$ cat src/hw/adcss_map.svh
// Register offsets, field positions, reset values and layout masks of the scan/hit block
`ifndef ADCSS_MAP_SVH
`define ADCSS_MAP_SVH
`define ADCSS_OFF_SCAN_MASK 8'h00
`define ADCSS_OFF_HIT 8'h04
`define ADCSS_OFF_CTRL 8'h08
`define ADCSS_OFF_IRQ_STAT 8'h0C
`define ADCSS_OFF_IRQ_MASK 8'h10
`define ADCSS_RST_WORD 32'h0000_0000
`define ADCSS_IMPL_FULL 32'h7000_3FFF
`define ADCSS_IMPL_MID 32'h7000_0FFF
`define ADCSS_IMPL_SMALL 32'h7000_07FF
`define ADCSS_HIT_FIELD 32'h0000_3FFF
`define ADCSS_CTRL_MODE_LSB 0
`define ADCSS_CTRL_LEGACY_BIT 2
`define ADCSS_CTRL_AUTO_BIT 3
`define ADCSS_CTRL_SEL_LSB 8
`define ADCSS_CTRL_USED 32'h0000_1F0F
`define ADCSS_EV_HIT_BIT 0
`define ADCSS_EV_WRAP_BIT 1
`define ADCSS_EV_USED 32'h0000_0003
`define ADCSS_VARIANT_FULL 2'h0
`define ADCSS_VARIANT_MID 2'h1
`define ADCSS_VARIANT_SMALL 2'h2
`endif

$ cat src/hw/adcss_pkg.sv
// Types shared by the scan select and compare hit block
package adcss_pkg;
  typedef enum logic [1:0] {
    CMP_LESS = 2'h0,
    CMP_GREATER = 2'h1,
    CMP_INSIDE = 2'h2,
    CMP_OUTSIDE = 2'h3
  } adcss_cmp_mode_t;

  typedef enum logic [1:0] {
    SEQ_IDLE = 2'h1,
    SEQ_SCAN = 2'h2
  } adcss_seq_state_t;

  typedef struct packed {
    logic valid;
    logic [4:0] chan;
    logic [15:0] data;
    logic [15:0] lo;
    logic [15:0] hi;
  } adcss_result_t;

  typedef struct packed {
    logic rd;
    logic wr;
    logic [7:0] addr;
    logic [31:0] wdata;
  } adcss_reg_req_t;
endpackage : adcss_pkg

$ cat src/hw/adcss_scan_hit.sv
// Scan input mask, compare hit flags and scan sequencer of the converter
//
// Our own choices: the strobed register port and the address map.
`timescale 1ns/10ps
`include "adcss_map.svh"

module adcss_scan_hit
  import adcss_pkg::*;
#(
  parameter logic [1:0] VARIANT = `ADCSS_VARIANT_FULL
) (
  input wire logic sys_clk,
  input wire logic sys_rst,
  input wire adcss_reg_req_t regReq,
  output logic [31:0] regRdData,
  input wire adcss_result_t result,
  input wire logic bufWrite,
  input wire logic [4:0] bufWriteChan,
  input wire logic convDone,
  output logic [4:0] convChan,
  output logic scanWrap,
  output logic irq
);

  ////////////////////////////////////////////////////////////////////////
  // Implemented bit layout
  localparam logic [31:0] IMPL_MASK = (VARIANT == `ADCSS_VARIANT_SMALL) ? `ADCSS_IMPL_SMALL :
                                      (VARIANT == `ADCSS_VARIANT_MID) ? `ADCSS_IMPL_MID :
                                      `ADCSS_IMPL_FULL;
  localparam logic [31:0] HIT_MASK = IMPL_MASK & `ADCSS_HIT_FIELD;

  logic [31:0] scanInputSelect;
  logic [31:0] compareHitFlag;
  logic [31:0] ctrl;
  logic [31:0] irqStat;
  logic [31:0] irqMask;
  adcss_seq_state_t seqState;
  logic [31:0] hitSet;
  logic [31:0] evSet;
  logic [31:0] next_hit;
  logic [31:0] next_stat;
  logic [4:0] nextSel;
  logic [4:0] firstSel;
  logic isMatch;
  logic scanOn;
  logic wrMask;
  logic wrHit;
  logic wrCtrl;
  logic wrStat;
  logic wrIrqMask;
  adcss_cmp_mode_t compareMode;

  assign compareMode = adcss_cmp_mode_t'(ctrl[`ADCSS_CTRL_MODE_LSB +: 2]);
  assign scanOn = ctrl[`ADCSS_CTRL_LEGACY_BIT] | ctrl[`ADCSS_CTRL_AUTO_BIT];

  assign wrMask = regReq.wr && (regReq.addr == `ADCSS_OFF_SCAN_MASK);
  assign wrHit = regReq.wr && (regReq.addr == `ADCSS_OFF_HIT);
  assign wrCtrl = regReq.wr && (regReq.addr == `ADCSS_OFF_CTRL);
  assign wrStat = regReq.wr && (regReq.addr == `ADCSS_OFF_IRQ_STAT);
  assign wrIrqMask = regReq.wr && (regReq.addr == `ADCSS_OFF_IRQ_MASK);

  ////////////////////////////////////////////////////////////////////////
  // Threshold compare
  always_comb begin
    case (compareMode)
      CMP_OUTSIDE: isMatch = (result.data < result.lo) || (result.data > result.hi);
      CMP_INSIDE: isMatch = (result.data >= result.lo) && (result.data <= result.hi);
      CMP_GREATER: isMatch = result.data > result.lo;
      CMP_LESS: isMatch = result.data < result.lo;
      default: isMatch = 1'b0;
    endcase
  end

  // Buffer writes only count in outside-window mode
  always_comb begin
    hitSet = 32'h0000_0000;
    if (result.valid && isMatch) begin
      hitSet[result.chan] = 1'b1;
    end
    if (bufWrite && compareMode == CMP_OUTSIDE) begin
      hitSet[bufWriteChan] = 1'b1;
    end
    hitSet = hitSet & HIT_MASK;
  end

  ////////////////////////////////////////////////////////////////////////
  // Registers
  always_ff @(posedge sys_clk) begin
    if (sys_rst) begin
      scanInputSelect <= `ADCSS_RST_WORD;
    end else if (wrMask) begin
      scanInputSelect <= regReq.wdata & IMPL_MASK;
    end
  end

  // Hardware set wins over a software write in the same cycle
  always_comb begin
    next_hit = wrHit ? (regReq.wdata & HIT_MASK) : compareHitFlag;
    next_hit = next_hit | hitSet;
  end

  always_ff @(posedge sys_clk) begin
    if (sys_rst) begin
      compareHitFlag <= `ADCSS_RST_WORD;
    end else begin
      compareHitFlag <= next_hit;
    end
  end

  always_ff @(posedge sys_clk) begin
    if (sys_rst) begin
      ctrl <= `ADCSS_RST_WORD;
    end else if (wrCtrl) begin
      ctrl <= regReq.wdata & `ADCSS_CTRL_USED;
    end
  end

  ////////////////////////////////////////////////////////////////////////
  // Interrupt status, write one to clear, set wins
  always_comb begin
    evSet = 32'h0000_0000;
    evSet[`ADCSS_EV_HIT_BIT] = |hitSet;
    evSet[`ADCSS_EV_WRAP_BIT] = scanWrap;
    next_stat = irqStat;
    if (wrStat) begin
      next_stat = irqStat & ~regReq.wdata;
    end
    next_stat = next_stat | evSet;
  end

  always_ff @(posedge sys_clk) begin
    if (sys_rst) begin
      irqStat <= `ADCSS_RST_WORD;
    end else begin
      irqStat <= next_stat;
    end
  end

  always_ff @(posedge sys_clk) begin
    if (sys_rst) begin
      irqMask <= `ADCSS_RST_WORD;
    end else if (wrIrqMask) begin
      irqMask <= regReq.wdata & `ADCSS_EV_USED;
    end
  end

  assign irq = |(irqStat & irqMask);

  ////////////////////////////////////////////////////////////////////////
  // Read port, data in the cycle after the strobe only
  always_ff @(posedge sys_clk) begin
    if (sys_rst) begin
      regRdData <= `ADCSS_RST_WORD;
    end else if (regReq.rd) begin
      case (regReq.addr)
        `ADCSS_OFF_SCAN_MASK: regRdData <= scanInputSelect;
        `ADCSS_OFF_HIT: regRdData <= compareHitFlag;
        `ADCSS_OFF_CTRL: regRdData <= ctrl;
        `ADCSS_OFF_IRQ_STAT: regRdData <= irqStat;
        `ADCSS_OFF_IRQ_MASK: regRdData <= irqMask;
        default: regRdData <= `ADCSS_RST_WORD;
      endcase
    end else begin
      regRdData <= `ADCSS_RST_WORD;
    end
  end

  ////////////////////////////////////////////////////////////////////////
  // Scan sequencer
  function automatic logic [4:0] adcss_next_sel(input logic [31:0] m, input logic [4:0] cur);
    logic [4:0] idx;
    logic found;
    begin
      adcss_next_sel = cur;
      found = 1'b0;
      for (int i = 1; i <= 32; i++) begin
        idx = 5'(cur + 5'(i));
        if (!found && m[idx]) begin
          adcss_next_sel = idx;
          found = 1'b1;
        end
      end
    end
  endfunction : adcss_next_sel

  assign nextSel = adcss_next_sel(scanInputSelect, convChan);
  assign firstSel = adcss_next_sel(scanInputSelect, 5'h1F);

  always_ff @(posedge sys_clk) begin
    if (sys_rst) begin
      seqState <= SEQ_IDLE;
    end else begin
      case (seqState)
        SEQ_IDLE: if (scanOn && scanInputSelect != 32'h0000_0000) seqState <= SEQ_SCAN;
        SEQ_SCAN: if (!scanOn || scanInputSelect == 32'h0000_0000) seqState <= SEQ_IDLE;
        default: seqState <= SEQ_IDLE;
      endcase
    end
  end

  // A mask change mid-scan takes effect at the next advance
  always_ff @(posedge sys_clk) begin
    if (sys_rst) begin
      convChan <= 5'h00;
    end else if (!scanOn) begin
      convChan <= ctrl[`ADCSS_CTRL_SEL_LSB +: 5];
    end else if (seqState == SEQ_IDLE) begin
      convChan <= firstSel;
    end else if (convDone) begin
      convChan <= nextSel;
    end
  end

  always_ff @(posedge sys_clk) begin
    if (sys_rst) begin
      scanWrap <= 1'b0;
    end else begin
      scanWrap <= scanOn && seqState == SEQ_SCAN && convDone && scanInputSelect != 32'h0000_0000
                  && nextSel <= convChan;
    end
  end

  ////////////////////////////////////////////////////////////////////////
  // Checks
  property p_mask_sel;
    @(posedge sys_clk) disable iff (sys_rst)
    (seqState == SEQ_SCAN && scanOn && convDone && !wrMask && !wrCtrl && scanInputSelect != 32'h0000_0000)
      |=> scanInputSelect[convChan];
  endproperty
  a_mask_sel: assert property (p_mask_sel) else $error("scan visited unselected input");

  property p_mask_rsvd;
    @(posedge sys_clk) disable iff (sys_rst)
    regReq.rd && regReq.addr == `ADCSS_OFF_SCAN_MASK |=> (regRdData & ~IMPL_MASK) == 32'h0;
  endproperty
  a_mask_rsvd: assert property (p_mask_rsvd) else $error("reserved mask bits read nonzero");

  property p_outside_buf;
    @(posedge sys_clk) disable iff (sys_rst)
    bufWrite && compareMode == CMP_OUTSIDE && HIT_MASK[bufWriteChan]
      |=> compareHitFlag[$past(bufWriteChan)];
  endproperty
  a_outside_buf: assert property (p_outside_buf) else $error("buffer write did not set hit");

  property p_no_false_hit;
    @(posedge sys_clk) disable iff (sys_rst)
    compareMode != CMP_OUTSIDE && !(result.valid && isMatch) && !wrHit
      |=> compareHitFlag == $past(compareHitFlag);
  endproperty
  a_no_false_hit: assert property (p_no_false_hit) else $error("hit set without match");

  property p_hit_upper;
    @(posedge sys_clk) disable iff (sys_rst)
    (compareHitFlag & ~HIT_MASK) == 32'h0;
  endproperty
  a_hit_upper: assert property (p_hit_upper) else $error("hit flag outside field");

  property p_greater;
    @(posedge sys_clk) disable iff (sys_rst)
    result.valid && compareMode == CMP_GREATER && result.data > result.lo && HIT_MASK[result.chan]
      |=> compareHitFlag[$past(result.chan)] && irqStat[`ADCSS_EV_HIT_BIT];
  endproperty
  a_greater: assert property (p_greater) else $error("greater match missed");

  property p_single_sel;
    @(posedge sys_clk) disable iff (sys_rst)
    !scanOn && !wrCtrl ##1 !scanOn |-> convChan == ctrl[`ADCSS_CTRL_SEL_LSB +: 5];
  endproperty
  a_single_sel: assert property (p_single_sel) else $error("single select not applied");

  property p_ascend;
    @(posedge sys_clk) disable iff (sys_rst)
    seqState == SEQ_SCAN && scanOn && convDone && !wrCtrl && nextSel > convChan
      |=> convChan > $past(convChan) && !scanWrap;
  endproperty
  a_ascend: assert property (p_ascend) else $error("scan order not ascending");

  property p_less;
    @(posedge sys_clk) disable iff (sys_rst)
    result.valid && compareMode == CMP_LESS && result.data < result.lo && HIT_MASK[result.chan]
      |=> compareHitFlag[$past(result.chan)];
  endproperty
  a_less: assert property (p_less) else $error("less match missed");

  property p_inside;
    @(posedge sys_clk) disable iff (sys_rst)
    result.valid && compareMode == CMP_INSIDE && result.data >= result.lo && result.data <= result.hi
      && HIT_MASK[result.chan] |=> compareHitFlag[$past(result.chan)];
  endproperty
  a_inside: assert property (p_inside) else $error("inside match missed");

  property p_outside_res;
    @(posedge sys_clk) disable iff (sys_rst)
    result.valid && compareMode == CMP_OUTSIDE && (result.data < result.lo || result.data > result.hi)
      && HIT_MASK[result.chan] |=> compareHitFlag[$past(result.chan)];
  endproperty
  a_outside_res: assert property (p_outside_res) else $error("outside match missed");

  property p_hit_sticky;
    @(posedge sys_clk) disable iff (sys_rst)
    !wrHit |=> (compareHitFlag & $past(compareHitFlag)) == $past(compareHitFlag);
  endproperty
  a_hit_sticky: assert property (p_hit_sticky) else $error("hit flag lost without write");

  property p_miss_keep;
    @(posedge sys_clk) disable iff (sys_rst)
    result.valid && compareMode == CMP_GREATER && result.data <= result.lo && !wrHit
      |=> compareHitFlag == $past(compareHitFlag);
  endproperty
  a_miss_keep: assert property (p_miss_keep) else $error("hit set on a miss");

  property p_mask_write;
    @(posedge sys_clk) disable iff (sys_rst)
    wrMask |=> scanInputSelect == ($past(regReq.wdata) & IMPL_MASK);
  endproperty
  a_mask_write: assert property (p_mask_write) else $error("mask write not taken");

  property p_hit_write;
    @(posedge sys_clk) disable iff (sys_rst)
    wrHit && hitSet == 32'h0000_0000 |=> compareHitFlag == ($past(regReq.wdata) & HIT_MASK);
  endproperty
  a_hit_write: assert property (p_hit_write) else $error("hit write not taken");

  // Lowest selected input first, so a scan never skips the bottom of the mask
  property p_first_sel;
    @(posedge sys_clk) disable iff (sys_rst)
    seqState == SEQ_IDLE && scanOn && scanInputSelect != 32'h0000_0000 && !wrMask && !wrCtrl
      |=> scanInputSelect[convChan] && (scanInputSelect & ((32'h1 << convChan) - 32'h1)) == 32'h0;
  endproperty
  a_first_sel: assert property (p_first_sel) else $error("scan did not start at lowest input");
  property p_wrap_low;
    @(posedge sys_clk) disable iff (sys_rst)
    scanWrap && !$past(wrMask)
      |-> scanInputSelect[convChan] && (scanInputSelect & ((32'h1 << convChan) - 32'h1)) == 32'h0;
  endproperty
  a_wrap_low: assert property (p_wrap_low) else $error("wrap did not return to lowest input");

  property p_wrap_irq;
    @(posedge sys_clk) disable iff (sys_rst)
    scanWrap |=> irqStat[`ADCSS_EV_WRAP_BIT];
  endproperty
  a_wrap_irq: assert property (p_wrap_irq) else $error("wrap event not recorded");

  property p_hit_rd;
    @(posedge sys_clk) disable iff (sys_rst)
    regReq.rd && regReq.addr == `ADCSS_OFF_HIT |=> (regRdData & ~HIT_MASK) == 32'h0;
  endproperty
  a_hit_rd: assert property (p_hit_rd) else $error("hit read outside field");

endmodule : adcss_scan_hit

$ cat config.mk
export PLATFORM = sky130hd
export DESIGN_NAME = adcss_scan_hit
export DESIGN_NICKNAME = d
export VERILOG_FILES = /design/src/hw/adcss_pkg.sv /design/src/hw/adcss_scan_hit.sv
export VERILOG_INCLUDE_DIRS = /design/src /design/src/hw
export SDC_FILE = /design/constraint.sdc
export NUM_CORES = 1
export LEC_CHECK = 0
export BUFFER_PORTS_ARGS = -buffer_cell sky130_fd_sc_hd__buf_2
export CAP_MARGIN = 20
export CORE_UTILIZATION = 48
export CTS_BUF_LIST = sky130_fd_sc_hd__clkbuf_8
export DETAILED_ROUTE_END_ITERATION = 6
export PLACE_DENSITY = 0.82
export REMOVE_ABC_BUFFERS = 1
export SLEW_MARGIN = 25
export SYNTH_ARGS = -nofsm -noshare
export SYNTH_HDL_FRONTEND = slang
export SYNTH_SLANG_ARGS = --single-unit
$ cat constraint.sdc
create_clock -name sys_clk -period 5.8 [get_ports sys_clk]
set_input_delay 0.58 -clock sys_clk [delete_from_list [all_inputs] [get_ports sys_clk]]
set_output_delay 0.58 -clock sys_clk [all_outputs]
set_load 0.1 [all_outputs]
# After elaboration in Yosys (flattened, before gate mapping)
# Cells that the tools add are included.
# word_totals
reg_bits	132
inputBits	105
out_inout_bits	39
word_cells	398
# op_classes
add_sub_neg	31
order_cmp	42
n_eq_ne	12
n_mux	176
n_bitwise	8
n_reduce_logical	120
# ops
op	n
two-way mux 5 bit	52
< comparator 5 x 6 -> 1 bit, second input constant	34
binary-select mux 1 bit (select 5 bit)	32
case mux 32 bit (5 select lines)	1
two-way mux 1 bit	81
adder 5 bit, second input constant	16
two-way mux 32 bit	2
logical AND 1 bit	62
logical NOT 1 bit	48
adder 5 x 4 -> 5 bit, second input constant	8
bitwise AND 32 x 2 -> 32 bit	1
bitwise AND 32 bit	1
greater-than comparator 16 bit	2
logical NOT 32 bit	1
NOT 32 bit	1
OR 32 x 14 -> 32 bit	1
OR 32 x 2 -> 32 bit	1
nonzero test 32 bit	1
OR reduction 32 bit	1
two-way mux 14 bit	2
adder 5 x 3 -> 5 bit, second input constant	4
equality test 8 x 4 -> 1 bit, second input constant	2
>= comparator 16 bit	1
<= comparator 16 bit	1
24 further kinds	33

# Depth between registers and ports, before layout
# logic_depth
ltp_word	100
mapped_depth	29
ltp_nobuf	21

# Worst setup path before layout
# Ideal clock, no wire load.
# synth_timing
path_kind	reg2reg
start	register convChan[1]
end	register scanWrap
setup_time_ps	64
arrival_ps	6315
required_time_ps	5736
path_slack_ps	-579
stages_incl_launch_ff	26
n_path_buf	5
period_less_slack_ps	6379
cell_sequence	dfxtp_1 buf_2 buf_2 inv_1 clkbuf_1 ha_1 buf_2 mux4_2 and2_1 or2_2 a221oi_1 nand4_1 nor4_4 and3_1 buf_2 o2111a_1 a31oi_2 a2111oi_2 o31ai_1 ha_1 o21a_1 o21ai_0 nand2b_1 a21oi_1 a31oi_1 nor2_1
# synth_between
elab_chain_len	99
word_cells_on_any_way	222
classes_between	31 x add/sub; 1 x order compare; 127 x mux; 63 x reduce/logical
# synth_lines
item	line	text
start, declared	adcss_scan_hit.sv:20	output logic [4:0] convChan,
start signal, assigned	adcss_scan_hit.sv:206	convChan <= ctrl[`ADCSS_CTRL_SEL_LSB +: 5];
start signal, assigned	adcss_scan_hit.sv:208	convChan <= firstSel;
start signal, assigned	adcss_scan_hit.sv:210	convChan <= nextSel;
adder 5 x 1 -> 5 bit	adcss_scan_hit.sv:177	idx = 5'(cur + 5'(i));
binary-select mux 1 bit (select 5 bit)	adcss_scan_hit.sv:178	if (!found && m[idx]) begin
two-way mux 1 bit (implied by the code)	adcss_scan_hit.sv:178	
two-way mux 1 bit	adcss_scan_hit.sv:178	
logical NOT 1 bit	adcss_scan_hit.sv:178	
logical AND 1 bit	adcss_scan_hit.sv:178	
two-way mux 1 bit	adcss_scan_hit.sv:178	
logical NOT 1 bit	adcss_scan_hit.sv:178	
(+83 left out)	n/a	
logical NOT 1 bit	adcss_scan_hit.sv:178	
logical AND 1 bit	adcss_scan_hit.sv:178	
two-way mux 1 bit	adcss_scan_hit.sv:178	
logical NOT 1 bit	adcss_scan_hit.sv:178	
logical AND 1 bit	adcss_scan_hit.sv:178	
two-way mux 5 bit	adcss_scan_hit.sv:178	
<= comparator 5 bit (*)	adcss_scan_hit.sv:219	&& nextSel <= convChan;
logical AND 1 bit (*)	adcss_scan_hit.sv:219	
end signal, assigned	adcss_scan_hit.sv:218	scanWrap <= scanOn && seqState == SEQ_SCAN && convDone && scanInputSelect != 32'h0000_0000
end, declared	adcss_scan_hit.sv:21	output logic scanWrap,
# Mark *: on every way between the ends. The rest lies on a longest branch, timed or not. The select of a mux whose other input is x is not followed.
# A chain may end at the register's enable or synchronous reset.

# Final worst setup path
# layout_timing
start	register convChan[0]
end	register scanWrap
# Same word-level chain as after synthesis.

==> impl_metrics.ini <==
[sta]
max_transition_viols_final = 0
max_slew.worst_pin.slew_ps = 934.8
timing.slew.headroom_pct = 37.61
report.final.setup_viol = 0
final-hold-violation-count = 0
finalSetupTns_ps = 0
skew_ps = 14.70
min_period_over_period_pct = 95.21
post-route-min-period_ps = 5522
rsz0062_at_grt = false
max_freq_mhz = 181.1

[hold_path]
worstHoldPathType = in -> reg

[clocking]
cts_root_buffer = sky130_fd_sc_hd__clkbuf_8
clock_sinks = 114
cts_hold_buffers = 0
tritoncts = done
cts.clk_slew.worst_paths_ps = 80
tritoncts.num_buffers = 17
clkLatencyLatePin_ps = 440
h-tree-depth = 4
clk_path_buf_depth = 2

[cells_and_area]
fillers = 2085
final_net_count = 1766
antenna_cells_inserted = 0
post_route_cells_drive_above_1_share_pct = 22.60
syn_to_final_growth_pct = 17.06
layout_commonest_cell = sky130_fd_sc_hd__nand2_1
most-common-layout-cells = 163 x sky130_fd_sc_hd__nand2_1, 143 x sky130_fd_sc_hd__buf_2, 118 x sky130_fd_sc_hd__nor2_1, 112 x sky130_fd_sc_hd__dfxtp_1, 99 x sky130_fd_sc_hd__buf_4

[yosys]
syn_inst = 1436
post_synth_and_or_nand_nor_area_fraction_pct = 28.92
synth-main-ff-cell = sky130_fd_sc_hd__dfxtp_1
netlist_area_um2 = 11000
synth-edff-count = 0
postSynthRegisterBits = 114
muxShareOfSynthArea_pct = 11.79
yosysSeqAreaShare_pct = 20.75
largest_family_of_logic_cells_by_synthesized_area = simple AND/OR/NAND/NOR gates
synth-xor-area-share_pct = 2.548
post_synthesis_mean_instance_area_um2 = 7.659
post_synth_fa_ha_maj_area_fraction_pct = 5.688
synth_compound_gate_area_share_pct = 24.32
yosysWarnings = 0
synth.distinct_cells = 103
postSynth.asyncResetShare_pct = 0

[detailed_routing]
drtIter0Drc = 1446
detail_route.first_pass.iterations = 7
post_drt_wl_per_cell_um = 23.99
detailroute.via_count = 12823
remaining_drc_errors = 0
ant_nets = 0
drt-vias-per-instance = 6.717
drt_wl_total_um = 45810

[worst_setup_path]
startpoint_type = register
criticalPathCategory = reg -> reg
worst-endpoint-arrival_ps = 5850
cp_max_fo = 9
timing.critical_path.required_ps = 6130
cp-end-kind = register

[power]
peak_supply_drop_uv = 243.7
power-per-cell-area_nw_per_um2 = 130.4
clkPwrFrac_pct = 40.8
sw_frac_of_total_pct = 28.13
combPwrFrac_pct = 12.4
power_leakage_nw = 5.713
p_switching_mw = 0.4723
seq_power_share_pct = 46.8
p_int_mw = 1.207
power_mw = 1.679

[die]
die-height_um = 153.4
start_util_pct = 48.73
placeableCoreArea_um2 = 22570
num_io_pins = 144
std_cell_rows = 55
fp.dieW_um = 153.4
die_area_um2 = 23520

[placed_design]
gp_congestion = 1.046
placement.io_buffers = 143
hpwl_um = 35300

[grt]
wire_length_of_the_first_global_routing_pass_um = 70610
antenna_violations_before_repair = 1
grt_usage_pct = 38.58
grt_pass1_vias = 12335
grt-ovfl-total = 0
grt_max_degree = 50

[outcome]
status = finished clean

[flow_run]
maximum_capacitance_violations = 0
layout make-up:
type | instances | area [µm²] | share of cell area, %
clock inverter | 12 | 98.84 | 0.7677
sequential | 114 | 2285 | 17.75
clock buffer | 20 | 275.3 | 2.138
multi-input combinational | 1171 | 8075 | 62.72
inverter | 60 | 225.2 | 1.749
timing repair buffer | 247 | 1559 | 12.11
tap | 285 | 356.6 | 2.770
layer usage:
metal / track usage (%) / share of wire, % / vias to the layer above
met5: 0 / 0 / -
met4: 24.33 / 6.9 / 0
met3: 7.967 / 9.7 / 199
met2: 64.80 / 47 / 891
met1: 44.90 / 37 / 5992
li1: - / - / 5741
kinds of logic (layout without fill, tap and decap cells):
group	Yosys count	in the layout
xor+xnor	32	32
buf+inv	151	339
simple gates	618	618
compound gates	379	379
mux	92	92
fa+ha+maj	50	50
flops	114	114
state kept, by name (all words and copies together), names as in the netlist:
| signal | cells |
|---|---|
| scanInputSelect | 17 |
| compareHitFlag | 14 |
| scanWrap | 1 |
| irqStat | 32 |
| ctrl | 9 |
| irqMask | 2 |
| regRdData | 32 |
| seqState | 2 |
| convChan | 5 |
worst max-delay path, cell delays in order, from the launching register on:
cell and delay, ps:
sky130_fd_sc_hd__dfxtp_2 360, sky130_fd_sc_hd__inv_1 80, sky130_fd_sc_hd__ha_2 500, sky130_fd_sc_hd__buf_4 230
sky130_fd_sc_hd__mux4_1 430, sky130_fd_sc_hd__mux4_2 640, sky130_fd_sc_hd__mux2_2 330, sky130_fd_sc_hd__nor2_1 320
sky130_fd_sc_hd__nand4_1 370, sky130_fd_sc_hd__nor4b_1 580, sky130_fd_sc_hd__a21oi_1 160, sky130_fd_sc_hd__o221ai_2 220
sky130_fd_sc_hd__a2111oi_2 100, sky130_fd_sc_hd__o21ai_1 210, sky130_fd_sc_hd__nand2_1 100, sky130_fd_sc_hd__ha_1 310
sky130_fd_sc_hd__o21ai_0 90, sky130_fd_sc_hd__nand2b_1 70, sky130_fd_sc_hd__a21oi_1 60, sky130_fd_sc_hd__a31oi_1 160
sky130_fd_sc_hd__nor2_1 60
cells in the mapped netlist (6+ instances only):
library cell | count | area [µm²]
sky130_fd_sc_hd__ha_1 | 50 | 625.6
sky130_fd_sc_hd__and4_1 | 6 | 52.55
sky130_fd_sc_hd__a31oi_1 | 30 | 187.7
sky130_fd_sc_hd__nor2b_1 | 24 | 150.1
sky130_fd_sc_hd__or2_2 | 10 | 62.56
sky130_fd_sc_hd__o32a_1 | 6 | 60.06
sky130_fd_sc_hd__mux2_2 | 11 | 123.9
sky130_fd_sc_hd__nand2b_1 | 10 | 62.56
sky130_fd_sc_hd__nor2_1 | 118 | 442.9
sky130_fd_sc_hd__a211oi_1 | 10 | 75.07
sky130_fd_sc_hd__a211o_1 | 12 | 105.1
sky130_fd_sc_hd__a221oi_1 | 15 | 131.4
sky130_fd_sc_hd__o2111ai_1 | 9 | 78.83
sky130_fd_sc_hd__o22ai_1 | 18 | 112.6
sky130_fd_sc_hd__o21a_1 | 12 | 90.09
sky130_fd_sc_hd__nand4_1 | 31 | 193.9
sky130_fd_sc_hd__buf_2 | 18 | 90.09
sky130_fd_sc_hd__nand2_1 | 164 | 615.6
sky130_fd_sc_hd__a21boi_0 | 6 | 45.04
sky130_fd_sc_hd__mux4_2 | 25 | 563.0
sky130_fd_sc_hd__nand3_1 | 55 | 275.3
sky130_fd_sc_hd__o31ai_1 | 7 | 52.55
sky130_fd_sc_hd__xnor2_1 | 26 | 227.7
sky130_fd_sc_hd__inv_1 | 59 | 221.5
sky130_fd_sc_hd__a22oi_1 | 8 | 60.06
sky130_fd_sc_hd__clkbuf_1 | 59 | 221.5
sky130_fd_sc_hd__a21o_1 | 18 | 135.1
sky130_fd_sc_hd__and3_1 | 48 | 300.3
sky130_fd_sc_hd__nor3_1 | 52 | 260.3
sky130_fd_sc_hd__a21oi_1 | 86 | 430.4
sky130_fd_sc_hd__xor2_1 | 6 | 52.55
sky130_fd_sc_hd__o21ai_0 | 53 | 265.3
sky130_fd_sc_hd__mux2i_1 | 52 | 520.5
sky130_fd_sc_hd__dfxtp_1 | 114 | 2282
sky130_fd_sc_hd__and2_1 | 27 | 168.9
sky130_fd_sc_hd__or3_1 | 7 | 43.79
sky130_fd_sc_hd__nor4_1 | 23 | 143.9
sky130_fd_sc_hd__nor3b_1 | 7 | 52.55
sky130_fd_sc_hd__o211ai_1 | 15 | 112.6
per-stage QoR:
step	hold slack [ps]	cell area (µm²)	cells	util [%]	setup WS, ps
floorplan	421.0	10570	1345	-	-1963
global placement	431.7	12450	1874	55.15	233.7
detailed placement	433.3	12450	1874	55.15	275.0
CTS	382.3	12820	1906	56.81	237.6
global route	393.6	12870	1909	57.04	36.24
finish	397.2	12870	1909	57.04	277.6
path summary, 6_finish.rpt:
check | slack (ps) | cells past startpoint | from | endpoint
worst max-delay path | 280 | 20 | convChan[0]$_SDFFE_PP0P_ | scanWrap$_SDFF_PP0_
worst min-delay path | 400 | 3 | regReq[29] | scanInputSelect[29]$_SDFFE_PP0P_
worst max register to register | 280 | 20 | convChan[0]$_SDFFE_PP0P_ | scanWrap$_SDFF_PP0_
worst min register to register | 440 | 1 | irqStat[31]$_SDFFE_PP0P_ | regRdData[31]$_SDFF_PP0_
power by group through the flow:
| stage | Clock [mW] | Sequential, mW | Combinational (mW) |
|---|---|---|---|
| 6_report | 0.685 | 0.786 | 0.207 |
| 5_1_grt | 0.725 | 0.786 | 0.227 |
| 4_1_cts | 0.687 | 0.786 | 0.201 |
| 3_5_place_dp | 0 | 0.804 | 0.200 |
| 3_3_place_gp | 0 | 0.804 | 0.195 |
| 2_1_floorplan | 0 | 0.804 | 0.100 |
timing repair:
item	CTS	global route
resized for setup	0	5
buffers inserted	0	3
endpoints found under the setup margin	0	1
Power figures use the tool's default switching activity.
